$ cat config.mk
export PLATFORM = sky130hd
export DESIGN_NAME = cgr_top
export DESIGN_NICKNAME = d
export VERILOG_FILES = /design/src/hw/cgr_pkg.sv /design/src/hw/cgr_top.sv
export VERILOG_INCLUDE_DIRS = /design/src /design/src/hw
export SDC_FILE = /design/constraint.sdc
export NUM_CORES = 1
export LEC_CHECK = 0
export ABC_AREA = 1
export BUFFER_PORTS_ARGS = -buffer_cell sky130_fd_sc_hd__buf_2
export CAP_MARGIN = 20
export CORE_UTILIZATION = 55
export CTS_CLUSTER_SIZE = 24
export DETAILED_ROUTE_END_ITERATION = 8
export PLACE_DENSITY = 0.84
export SLEW_MARGIN = 20
export SYNTH_ARGS = -nofsm -noshare
export SYNTH_HDL_FRONTEND = slang
export SYNTH_SLANG_ARGS = --single-unit
$ cat constraint.sdc
create_clock -name ref_clk -period 6.9 [get_ports ref_clk]
set_clock_uncertainty 0.05 [all_clocks]
set_input_delay 0.345 -clock ref_clk [delete_from_list [all_inputs] [get_ports ref_clk]]
set_output_delay 0.345 -clock ref_clk [all_outputs]
set_load 0.1 [all_outputs]
$ cat src/hw/cgr_consts.svh
`ifndef CGR_CONSTS_SVH
`define CGR_CONSTS_SVH
`define CGR_IR_LEN 8
`define CGR_SIG_LEN 32
`define CGR_CFG_LEN 32
`define CGR_INS_USERCODE 8'h17
`define CGR_INS_LOCKPROG 8'h09
`define CGR_INS_ERASE 8'h03
`define CGR_INS_PROGRAM 8'h07
`define CGR_INS_SIGWRITE 8'h18
`define CGR_INS_CFGSHIFT 8'h02
`define CGR_INS_BYPASS 8'hFF
`define CGR_POR_CYCLES 16
`define CGR_LOCK_BASE 64
`define CGR_DIV_LEN 8
`define CGR_CNT_W 16
`define CGR_SIG_RESET 32'h00000000
`define CGR_CFG_RESET 32'h00000000
`define CGR_REG_CTRL 32'h00000000
`define CGR_REG_STAT 32'h00000004
`define CGR_REG_SIG 32'h00000008
`define CGR_REG_CFG 32'h0000000C
`endif

$ cat src/hw/cgr_pkg.sv
package cgr_pkg;
    typedef enum logic [1:0] {
        CGR_PLL_RESET,
        CGR_PLL_ACQUIRE,
        CGR_PLL_LOCKED
    } cgr_pll_state_t;
endpackage

$ cat src/hw/cgr_top.sv
// The implementer's own choices: the register addresses and the Avalon-MM register port.
`timescale 1ns/10ps
`include "cgr_consts.svh"
// Overview of operation
// - An internal reset runs after every power-up, whatever the reset pin does.
// - Reset pin low clears all dividers and drops PLL lock.
// - Relock time grows with how long the reset pin stayed low.
// - A high output-enable pin keeps its bank outputs in high impedance.
// - Configuration is written over a four-wire test port and kept nonvolatile.
// - A 32-bit user signature is held and writable by the user.
// - Once the lock bit is set, configuration readout is refused.
// - The lock bit clears only through the erase instruction, which also clears configuration but not the signature.
// - With external feedback, feedback rising edge aligns to reference edge.
// - User-code instruction 8'h17 loads the signature into a 32-bit shift register.
// - Lock-program instruction 8'h09 sets the lock bit.
module cgr_top (
    input wire logic ref_clk,
    input wire logic nrst,
    input wire logic reset_pin_n,
    input wire logic output_enable_group_x_n,
    input wire logic output_enable_group_y_n,
    input wire logic ext_fb_sel,
    input wire logic ref_in,
    input wire logic fb_in,
    input wire logic tck,
    input wire logic tms,
    input wire logic tdi,
    output logic tdo,
    output logic tdo_oe,
    output logic bank_x_oe,
    output logic bank_y_oe,
    output logic pll_locked,
    output logic phase_up,
    output logic phase_down,
    output logic [`CGR_DIV_LEN-1:0] div_count,
    input wire logic [31:0] avs_address,
    input wire logic avs_read,
    input wire logic avs_write,
    input wire logic [31:0] avs_writedata,
    output logic [31:0] avs_readdata,
    output logic avs_waitrequest
);
    // Two-flop synchronisers for the pins, apart from ext_fb_sel, which is used directly.
    // Synchronisers reset to the idle level of their pins, so that no false
    // reset, enable or clock edge is seen just after power-up.
    logic [1:0] s1_q;
    logic [1:0] s2_q;
    always_ff @(posedge ref_clk or negedge nrst) begin
        if (!nrst) begin
            s1_q <= 2'h3;
            s2_q <= 2'h3;
        end else begin
            s1_q <= {reset_pin_n, output_enable_group_x_n};
            s2_q <= s1_q;
        end
    end
    logic [5:0] sa_q;
    logic [5:0] sb_q;
    always_ff @(posedge ref_clk or negedge nrst) begin
        if (!nrst) begin
            sa_q <= 6'h20;
            sb_q <= 6'h20;
        end else begin
            sa_q <= {output_enable_group_y_n, ref_in, fb_in, tck, tms, tdi};
            sb_q <= sa_q;
        end
    end
    wire rst_pin_n_s = s2_q[1];
    wire oex_n_s = s2_q[0];
    wire oey_n_s = sb_q[5];
    wire ref_s = sb_q[4];
    wire fb_s = sb_q[3];
    wire tck_s = sb_q[2];
    wire tms_s = sb_q[1];
    wire tdi_s = sb_q[0];

    // Power-on reset counter; nrst models power being applied.
    logic [`CGR_CNT_W-1:0] por_q;
    always_ff @(posedge ref_clk or negedge nrst) begin
        if (!nrst) begin
            por_q <= '0;
        end else if (por_q != `CGR_CNT_W'(`CGR_POR_CYCLES)) begin
            por_q <= por_q + 1'b1;
        end
    end
    wire por_busy = (por_q != `CGR_CNT_W'(`CGR_POR_CYCLES));
    wire core_rst = por_busy || !rst_pin_n_s;

    // Output dividers are cleared while reset stands.
    logic [`CGR_DIV_LEN-1:0] div_q;
    always_ff @(posedge ref_clk or negedge nrst) begin
        if (!nrst) begin
            div_q <= '0;
        end else if (core_rst) begin
            div_q <= '0;
        end else begin
            div_q <= div_q + 1'b1;
        end
    end
    assign div_count = div_q;

    // The longer reset is held, the further the oscillator drifts down, so the
    // acquire time is the base plus the cycles spent in reset, saturating.
    cgr_pkg::cgr_pll_state_t pll_q;
    logic [`CGR_CNT_W-1:0] drift_q;
    logic [`CGR_CNT_W-1:0] acq_q;
    wire drift_max = &drift_q;
    always_ff @(posedge ref_clk or negedge nrst) begin
        if (!nrst) begin
            pll_q <= cgr_pkg::CGR_PLL_RESET;
            drift_q <= '0;
            acq_q <= '0;
        end else begin
            unique case (pll_q)
                cgr_pkg::CGR_PLL_RESET: begin
                    if (!core_rst) begin
                        pll_q <= cgr_pkg::CGR_PLL_ACQUIRE;
                        acq_q <= '0;
                    end else if (!drift_max) begin
                        drift_q <= drift_q + 1'b1;
                    end
                end
                cgr_pkg::CGR_PLL_ACQUIRE: begin
                    if (core_rst) begin
                        pll_q <= cgr_pkg::CGR_PLL_RESET;
                    end else if (acq_q >= drift_q + `CGR_CNT_W'(`CGR_LOCK_BASE)) begin
                        pll_q <= cgr_pkg::CGR_PLL_LOCKED;
                        drift_q <= '0;
                    end else begin
                        acq_q <= acq_q + 1'b1;
                    end
                end
                cgr_pkg::CGR_PLL_LOCKED: begin
                    if (core_rst) begin
                        pll_q <= cgr_pkg::CGR_PLL_RESET;
                    end
                end
            endcase
        end
    end
    assign pll_locked = (pll_q == cgr_pkg::CGR_PLL_LOCKED);

    // Phase detector: steer toward reference edge when external feedback is used.
    logic ref_d1_q;
    logic fb_d1_q;
    logic up_q;
    logic dn_q;
    wire ref_rise = ref_s && !ref_d1_q;
    wire fb_rise = fb_s && !fb_d1_q;
    always_ff @(posedge ref_clk or negedge nrst) begin
        if (!nrst) begin
            ref_d1_q <= 1'b0;
            fb_d1_q <= 1'b0;
            up_q <= 1'b0;
            dn_q <= 1'b0;
        end else begin
            ref_d1_q <= ref_s;
            fb_d1_q <= fb_s;
            up_q <= ext_fb_sel && !core_rst && ref_rise && !fb_rise;
            dn_q <= ext_fb_sel && !core_rst && fb_rise && !ref_rise;
        end
    end
    assign phase_up = up_q;
    assign phase_down = dn_q;

    assign bank_x_oe = !oex_n_s;
    assign bank_y_oe = !oey_n_s;

    // Test port: simplified shifter, TMS low shifts, TMS high updates.
    logic tck_d1_q;
    logic [`CGR_IR_LEN-1:0] ir_q;
    logic [`CGR_SIG_LEN-1:0] dr_q;
    logic ir_mode_q;
    logic [`CGR_SIG_LEN-1:0] sig_q;
    logic [`CGR_CFG_LEN-1:0] cfg_q;
    logic lock_q;
    logic tdo_q;
    wire tck_rise = tck_s && !tck_d1_q;
    wire tck_fall = !tck_s && tck_d1_q;
    wire ins_user = (ir_q == `CGR_INS_USERCODE);
    wire ins_cfg = (ir_q == `CGR_INS_CFGSHIFT);
    wire cfg_read_ok = !lock_q;
    wire bus_sel_sig = avs_write && (avs_address == `CGR_REG_SIG);
    wire tap_exec = tck_rise && tms_s && !ir_mode_q;
    wire ins_prog = tap_exec && (ir_q == `CGR_INS_PROGRAM);
    wire ins_sigw = tap_exec && (ir_q == `CGR_INS_SIGWRITE);
    wire ins_lock = tap_exec && (ir_q == `CGR_INS_LOCKPROG);
    wire ins_erase = tap_exec && (ir_q == `CGR_INS_ERASE);
    always_ff @(posedge ref_clk or negedge nrst) begin
        if (!nrst) begin
            tck_d1_q <= 1'b0;
            ir_q <= `CGR_INS_BYPASS;
            dr_q <= '0;
            ir_mode_q <= 1'b0;
            tdo_q <= 1'b0;
        end else begin
            tck_d1_q <= tck_s;
            if (tck_fall) begin
                tdo_q <= ir_mode_q ? ir_q[0] : dr_q[0];
            end
            if (tck_rise && tms_s) begin
                if (ir_mode_q) begin
                    ir_mode_q <= 1'b0;
                end else if (ir_q == `CGR_INS_BYPASS) begin
                    ir_mode_q <= 1'b1;
                end else begin
                    // Falling back to bypass lets the next frame reach the
                    // instruction register without a full test port reset.
                    ir_q <= `CGR_INS_BYPASS;
                    if (ins_user) begin
                        dr_q <= sig_q;
                    end else if (ins_cfg) begin
                        dr_q <= cfg_read_ok ? cfg_q : '0;
                    end
                end
            end else if (tck_rise) begin
                if (ir_mode_q) begin
                    ir_q <= {tdi_s, ir_q[`CGR_IR_LEN-1:1]};
                end else begin
                    dr_q <= {tdi_s, dr_q[`CGR_SIG_LEN-1:1]};
                end
            end
        end
    end
    // Nonvolatile cells: power-up (nrst) must not touch them, so they have no
    // reset; a fresh part holds unknown configuration and lock until erased, and an unknown signature until written.
    always_ff @(posedge ref_clk) begin
        if (bus_sel_sig) begin
            sig_q <= avs_writedata;
        end else if (ins_sigw) begin
            sig_q <= dr_q;
        end
        if (ins_prog) begin
            cfg_q <= dr_q;
        end else if (ins_erase) begin
            cfg_q <= `CGR_CFG_RESET;
        end
        if (ins_lock) begin
            lock_q <= 1'b1;
        end else if (ins_erase) begin
            lock_q <= 1'b0;
        end
    end
    assign tdo = tdo_q;
    assign tdo_oe = 1'b1;

    // Avalon slave, one wait state on reads and none on writes; reads of config honour the lock.
    logic [31:0] rd_q;
    wire [31:0] stat_w = {29'h0, lock_q, pll_locked, core_rst};
    wire [31:0] cfg_view = cfg_read_ok ? cfg_q : 32'h00000000;
    wire [31:0] rd_d = (avs_address == `CGR_REG_STAT) ? stat_w :
                       (avs_address == `CGR_REG_SIG) ? sig_q :
                       (avs_address == `CGR_REG_CFG) ? cfg_view :
                       (avs_address == `CGR_REG_CTRL) ? {24'h0, ir_q} : 32'h00000000;
    logic rd_pend_q;
    always_ff @(posedge ref_clk or negedge nrst) begin
        if (!nrst) begin
            rd_q <= 32'h00000000;
            rd_pend_q <= 1'b0;
        end else begin
            rd_pend_q <= avs_read && !rd_pend_q;
            if (avs_read && !rd_pend_q) begin
                rd_q <= rd_d;
            end
        end
    end
    assign avs_readdata = rd_q;
    assign avs_waitrequest = avs_read && !rd_pend_q;

    property p_div_clear;
        @(posedge ref_clk) disable iff (!nrst) core_rst |=> div_q == '0;
    endproperty
    a_div_clear: assert property (p_div_clear) else $error("divider not cleared");
    property p_lock_drop;
        @(posedge ref_clk) disable iff (!nrst) core_rst |=> !pll_locked;
    endproperty
    a_lock_drop: assert property (p_lock_drop) else $error("lock held in reset");
    property p_por;
        @(posedge ref_clk) disable iff (!nrst) por_busy |-> !pll_locked;
    endproperty
    a_por: assert property (p_por) else $error("lock during power-up");
    // The enables follow their pins two clocks late, through the synchronisers.
    property p_oe;
        @(posedge ref_clk) disable iff (!nrst)
            !por_busy |-> bank_x_oe == !$past(output_enable_group_x_n, 2) &&
            bank_y_oe == !$past(output_enable_group_y_n, 2);
    endproperty
    a_oe: assert property (p_oe) else $error("bank enable wrong");
    property p_lock_read;
        @(posedge ref_clk) disable iff (!nrst) lock_q |-> cfg_view == 32'h0;
    endproperty
    a_lock_read: assert property (p_lock_read) else $error("locked config readable");
    property p_lock_sticky;
        @(posedge ref_clk) disable iff (!nrst) $fell(lock_q) |-> $past(ir_q) == `CGR_INS_ERASE;
    endproperty
    a_lock_sticky: assert property (p_lock_sticky) else $error("lock cleared");
    property p_wait;
        @(posedge ref_clk) disable iff (!nrst) avs_read |-> ##[0:1] !avs_waitrequest;
    endproperty
    a_wait: assert property (p_wait) else $error("read stalled");
    property p_phase;
        @(posedge ref_clk) disable iff (!nrst) !ext_fb_sel |=> !phase_up && !phase_down;
    endproperty
    a_phase: assert property (p_phase) else $error("phase steer");
endmodule

==> key figures, run 1 <==
Yosys
  – Area contributors post-synth: dfrtp_1 (31%), edfxtp_1 (17%), nand2_1 (12%), nor2_1 (5.9%), o21ai_0 (4.3%)
  – XOR/XNOR share of the synthesized area: 2.99%
  – Post-synth cell types: 46
  – Simple-Gate Fraction of Synth Area: 25.4%
  – Ys async rst share: 70.3%
  – Main combinational cell family by area after synthesis: simple AND/OR/NAND/NOR gates
  – Syn Inst Count: 1,376
  – Main synth FF type: dfrtp_1
  – Seq/Total Area, Yosys: 51.0%
  – Post-synth EDFFs: 64
  – Area fraction of the dominant cell type after synthesis: 30.7%
  – Mapped Nets: 1,480
  – Area leader, netlist: dfrtp_1
  – Post-synthesis mux area share: 0%
  – Mapped cell area: 11,400 sq um
  – Flops & latches, synth: 219
  – Synth Area in Compound Gates: 10.8%
  – Ys Warns: 0
  – Synth Area in Adders: 2.96%
  – Average size of a mapped cell: 8.29 sq um

Layout
  – Fill cells: 1,648
  – Share of cells above drive strength 1: 15.0%
  – Final Core Density: 64.7%
  – Area growth, synth to finish: 15.1%
  – Antenna fix cells: 0
  – Final nets: 1,589

STA
  – Least-Margin Pin Slew: 0.951 ns
  – Slew HR: 36.5%
  – FMAX: 308 MHz
  – Final Max Slew Viols: 0
  – Final setup TNS: 0 ns
  – Final hold vios: 0
  – Final period util: 47.1%
  – Minimum clock period: 3.25 ns
  – Final setup viols: 0
  – RSZ-0062 raised after global routing: no

Power and ir drop
  – Pwr Total: 3410 uW
  – Sequential power share: 42.6%
  – Internal power: 2430 uW
  – Max VDD drop: 166 uV
  – Clk pwr share: 41.9%
  – Leakage: 0.00601 uW
  – Sw Pwr: 981 uW
  – Switching Share: 28.8%
  – Combinational power share: 15.5%
  – PwrDens: 260 nW/um^2

Drt
  – DR pass1 iterations: 5
  – DRC: 0
  – DR WL/cell: 15.4 um
  – Remaining antenna violation count after routing: 0
  – DRT iter0 DRCs: 747
  – Via density: 5.51
  – Total wire length: 27,400 um
  – Routed via count: 9,762

Critical path
  – Crit Path Category: reg -> reg
  – Worst Path Arrival: 3.66 ns
  – Worst path slowest cell: dfrtp_1
  – Crit-path most repeated cell: nand2_1
  – Worst path max stage delay: 0.47 ns
  – List of cells traversed by the critical path: ha_1 -> nand2_1 -> nor3_2 -> xor2_1 -> ha_1 -> nand2_1 -> o21ai_0 -> a21oi_1 -> nand2_1 -> nand2_2 -> nand2_2 -> nand2_4 -> nand2_1 -> nand2_1
  – CP Data Required Time: 7.31 ns
  – CP Capture Type: register
  – Crit-path max FO: 18
  – Startpoint Class: register

Die
  – Die Area: 21,300 sq um
  – Io pins: 125
  – Die Ht: 146 um
  – Core area: 20,300 sq um
  – Site Rows: 52
  – Die Wd: 146 um
  – Initial Utilization: 56.2%

Clocking
  – Clk root buf: clkbuf_16
  – Htree depth: 1
  – Post-CTS sizing: 0
  – Worst-Skew Late Latency: 0.52 ns
  – CTS tree: yes
  – CTS buffer count: 24
  – Clock Path Buffers: 3
  – Clock transition at path regs: 0.06 ns
  – # clock sinks: 219

Placement
  – Post-DP HPWL: 17,600 um
  – Port Buf Inserts: 123
  – Routability cong.: 0.855

GRT
  – GR Util met2: 43.8%
  – GR peak layer: met2
  – Met1 Use GR: 35.4%
  – Initial antenna violation count: 0
  – Vias in the first global route: 9,524
  – Grt ovf: 0
  – Gr usage total: 26.4%
  – First-pass GRT wire length: 46,400 um
  – Pin count of the biggest net entering global routing: 88
  – GR met3 Demand/Resource: 3.82%

Worst hold path
  – Hold Crit Class: in -> reg

Job
  – Max Cap Violations: 0

Outcome
  – Status: finished clean
[kinds of logic (layout without fill, tap and decap cells)]
group,after synthesis,after routing
AOI/OAI and AO/OA,237,237
xor gates and xnor gates,39,39
adders and majority gates,27,27
buffers and inverters,181,308
DFF,219,219
other,1,1
and+or+nand+nor,672,672
[worst max-delay path: cells and delay by family, from the launching register on]
family          cells  cell delay, ns
simple gates        9            1.68
xor+xnor            1            0.21
compound gates      2            0.25
flops               1            0.47
fa+ha+maj           2            0.51
[path summary, 6_finish.rpt]
path                                end       start  cells past startpoint  slack, ns
max                         drift_q[11]  drift_q[6]                     14       3.65
min                          phase_down  ext_fb_sel                      3       0.04
max reg2reg                 drift_q[11]  drift_q[6]                     14       3.65
min reg2reg                     sb_q[4]     sa_q[4]                      0       0.29
max in group asynchronous      dr_q[18]        nrst                      3       4.98
min in group asynchronous  div_count[2]        nrst                      2       0.40
[state kept, by name, indices dropped and copies added, names as in the netlist, 8 cells and up]
name / cells
acq_q: 16
avs_readdata: 32
cfg_q: 32
div_count: 8
dr_q: 32
drift_q: 16
ir_q: 8
por_q: 16
sig_q: 32
[per-stage QoR]
stage	instance area [sq um]	std cells	hold WS, ns	setup slack [ns]
2_1_floorplan	11400	1376	-0.000591	1.25
3_5_place_dp	12100	1720	0.285	3.10
3_3_place_gp	12100	1720	0.284	3.31
5_1_grt	13100	1773	0.0616	3.34
4_1_cts	13100	1773	0.0311	3.10
6_report	13100	1773	0.0358	3.65
[Yosys cell counts (2+ instances only)]
master and instances:
o21ai_0 99, inv_2 8, o21ai_1 42, o211ai_1 13, nand4_1 37, nor4_1 5, xnor2_1 8, or2_2 2
nor3_4 2, nor3_2 3, buf_4 9, a21oi_1 76, nand3_2 2, nor2_2 4, buf_1 2, dfrtp_1 140
edfxtp_1 64, xor2_1 31, clkbuf_1 25, inv_1 113, buf_2 16, nand2_2 5, o21bai_1 2, buf_6 6
nor3_1 18, nand3_1 49, nor3b_1 4, clkinv_1 2, nor2_1 179, dfstp_2 14, nand2_4 2, nand2_1 352
nor2_4 3, ha_1 27
[power by group through the flow]
| stage | Sequential (uW) | Clock, uW | Combinational [uW] |
|---|---|---|---|
| floorplan | 1480 | 0 | 373 |
| global placement | 1470 | 0 | 505 |
| detailed placement | 1470 | 0 | 519 |
| CTS | 1450 | 1440 | 527 |
| global route | 1460 | 1490 | 583 |
| finish | 1450 | 1430 | 528 |
[final cells by class]
cell class,count,area [sq um],area share [%]
inverters,123,462,3.52
repair buffers,141,779,5.94
clock buffers,33,728,5.55
multi-input cells,976,4830,36.8
well taps,270,338,2.57
clock inverters,11,176,1.34
flip-flops and latches,219,5810,44.3
[repair_timing]
action | in CTS | in global routing
hold buffers | 9 | 0
endpoints found under the setup margin | 0 | 0
buffers inserted | 0 | 0
endpoints found under the hold margin | 84 | 0
[placed cells by master, fill, tap and decap left out, drive strengths merged, types with 2 or more instances in the layout]
cell         instances
a21oi               76
dlygate4sd3          9
clkinvlp             3
bufinv               4
o211ai              13
nor3                23
nor2               187
xnor2                8
nand2              359
inv                122
buf                132
ha                  27
nor4                 6
edfxtp              64
dfrtp              140
o21ai              142
dfstp               14
nor3b                5
or2                  2
nand3               51
clkinv               5
xor2                31
o21bai               2
clkbuf              33
nand4               37
[per-layer routing]
layer	up-vias	wire [um]
met5	-	0
met4	0	834
met3	60	1740
met2	350	13200
met1	4624	11600
li1	4728	-
No activity file was read; power rests on OpenSTA's default activity.
==> run 2, diff against run 1 <==
==> constraint.sdc (replaced) <==
create_clock -name ref_clk -period 3.2 [get_ports ref_clk]
set_clock_uncertainty 0.05 [all_clocks]
set_input_delay 0.16 -clock ref_clk [delete_from_list [all_inputs] [get_ports ref_clk]]
set_output_delay 0.16 -clock ref_clk [all_outputs]
set_load 0.1 [all_outputs]
==> run 2 against run 1 <==
Sequential power increased by 120%; non-clock buffer count increased by 43; wire length increased by 5.0%; via count rose by 1.9%; combinational power grew 130%; critical path type unchanged; first-iteration DRC count increased by 1.3%; hold slack worse by 0.016 ns; flip-flop and latch count stayed put; maximum frequency is 15% higher; register-to-register slack worse by 3.3 ns; die area did not move.
==> key figures, run 2 (synthesis results as in run 1) <==
Job
  – Max Cap Violations: 0 (unchanged)

STA
  – Minimum clock period: 2.83 ns (-0.414 ns)
  – Setup WS post-layout: 0.367 ns (-3.29 ns)
  – RSZ-0062 raised after global routing: no
  – FMAX: 353 MHz (+15%)
  – Least-Margin Pin Slew: 0.989 ns (+0.0380 ns)
  – Hold_ws: 0.0203 ns (-0.0155 ns)
  – Final Max Slew Viols: 0 (unchanged)
  – Final setup viols: 0 (unchanged)
  – Final period util: 88.5% (+41 points)
  – Slew HR: 33.9% (-2.5 points)
  – Final setup TNS: 0 ns (unchanged)
  – Final hold vios: 0 (unchanged)

Critical path
  – Crit-path most repeated cell: nand2_1
  – Critical path buffers and inverters: 2 (+2)
  – R2r setup slk: 0.37 ns (-3.29 ns)
  – Crit-path max FO: 17 (-1)
  – R2r endpoint: drift_q[8]
  – List of cells traversed by the critical path: nand2_1 -> inv_1 -> nand2_1 -> nor2_1 -> nand2_1 -> xnor2_1 -> inv_1 -> ha_1 -> nand2_1 -> o21ai_0 -> a21oi_1 -> nand2_1 -> nand2_2 -> nand2_4 -> nand2_8 -> nand2_1 -> nand2_1
  – Reg2reg start: drift_q[8]
  – CP Capture Type: register
  – Delay-heaviest family, CP: simple AND/OR/NAND/NOR gates
  – CP Data Required Time: 3.56 ns (-3.75 ns)
  – Startpoint Class: register
  – Worst path slowest cell: dfrtp_1
  – R2R depth: 17 (+3)
  – Crit Path Category: reg -> reg
  – Worst path max stage delay: 0.45 ns (-0.02 ns)
  – Worst Path Arrival: 3.20 ns (-0.46 ns)

Drt
  – Remaining antenna violation count after routing: 0 (unchanged)
  – DR pass1 iterations: 5 (unchanged)
  – Routed via count: 9,944 (+1.9%)
  – Via density: 5.48 (-0.55%)
  – Total wire length: 28,700 um (+5.0%)
  – DRT iter0 DRCs: 757 (+1.3%)
  – DR WL/cell: 15.8 um (+2.5%)
  – DRC: 0 (unchanged)

Clocking
  – Worst-Skew Late Latency: 0.54 ns (+0.02 ns)
  – Clk root buf: clkbuf_16
  – CTS tree: yes
  – Clock transition at path regs: 0.06 ns (about the same)
  – # clock sinks: 219 (unchanged)
  – CTS buffer count: 24 (unchanged)
  – Htree depth: 1 (unchanged)
  – Clock Path Buffers: 3 (unchanged)

Worst hold path
  – Hold EP: rd_pend_q
  – Hold Crit Class: in -> reg
  – Hold depth: 4 (+1)
  – HP Start: avs_read

Placement
  – Routability cong.: 0.899 (+5.1%)
  – Pre-CTS setup slack: 0.320 ns (-2.78 ns)
  – # placed instances: 1,730 (+0.58%)
  – Port Buf Inserts: 123 (unchanged)
  – Post-DP HPWL: 18,200 um (+3.1%)

Layout
  – Non-Filler Instances: 1,816 (+2.4%)
  – Antenna fix cells: 0 (unchanged)
  – Share of cells above drive strength 1: 14.7% (-0.29 points)
  – Commonest non-fill, non-tap cell in the layout: nand2_1
  – Final nets: 1,632 (+2.7%)
  – Leading cell types in the layout, fill and taps excluded: nand2_1 (350), nor2_1 (179), dfrtp_1 (140)
  – Area growth, synth to finish: 18.2%

GRT
  – Initial antenna violation count: 0 (unchanged)
  – First-pass GRT wire length: 47,500 um (+2.5%)
  – Vias in the first global route: 9,744 (+2.3%)
  – Grt ovf: 0 (unchanged)
  – Gr usage total: 27.4% (+1.1 points)
  – Pin count of the biggest net entering global routing: 70 (-20%)

Power and ir drop
  – PwrDens: 527 nW/um^2 (+100%)
  – Leakage: 0.00615 uW (+2.3%)
  – Pwr Total: 7110 uW (+110%)
  – Max VDD drop: 395 uV (+140%)

Die
  – Site Rows: 52 (unchanged)
  – Core area: 20,300 sq um (unchanged)
  – Die Area: 21,300 sq um (unchanged)
  – Io pins: 125 (unchanged)
  – Die Ht: 146 um (unchanged)
  – Initial Utilization: 56.2% (unchanged)
  – Die Wd: 146 um (unchanged)

Outcome
  – Status: finished clean
## run 2: cell types whose count changed in the layout (fill, tap and decap cells not counted), sizes merged
cell,previous run,this run
clkinvlp,3,1
buf,132,142
inv,122,121
bufinv,4,2
dlygate4sd3,9,42
clkbuf,33,37
clkinv,5,6
## run 2: worst max path at each step
stage,startpoint,end,cells past startpoint
after floorplan,tck_d1_q,cfg_q[10],13
after global placement,drift_q[6],drift_q[6],14
after detailed placement,drift_q[6],drift_q[14],14
after CTS,drift_q[10],drift_q[8],17
after global routing,drift_q[10],drift_q[8],17
final,drift_q[8],drift_q[8],17
## run 2: repair_timing
action / CTS / global route
resized for setup: 0 / 3
setup buffers: 0 / 0
endpoints found under the hold margin: 144 / 0
endpoints found under the setup margin: 0 / 20
hold buffers: 42 / 0
## run 2: area by class of cell
type,instances,area [sq um]
clock buffer,37,669
sequential,219,5810
multi-input combinational,976,4860
inverter,123,462
fill,1643,6820
tap,270,338
clock inverter,7,111
timing repair buffer,184,1220
## run 2: metal layers
layer	share of wire (%)	global-route usage, %	routed length [um]	vias up
li1	-	-	-	4825
met1	40	35.5	11600	4652
met2	50	47.3	14300	405
met3	6.9	3.70	1990	62
met4	3.0	9.79	855	0
met5	0	0	0	-
## run 2: where the power goes
| group | internal [uW] | switching (uW) | total (uW) |
|---|---|---|---|
| Sequential | 3020 | 115 | 3130 |
| Combinational | 355 | 884 | 1240 |
| Clock | 1610 | 1120 | 2730 |
## run 2: per-stage QoR
stage	utilization [%]	cell area, sq um
3_5_place_dp	60.4	12300
2_1_floorplan	-	11500
6_report	66.4	13500
3_3_place_gp	60.4	12300
4_1_cts	66.3	13500
5_1_grt	66.4	13500
## run 2: worst min-delay path, stage by stage
cell and delay [ns]:
buf_2 0.10, inv_1 0.06, nor2_2 0.03, buf_4 0.18
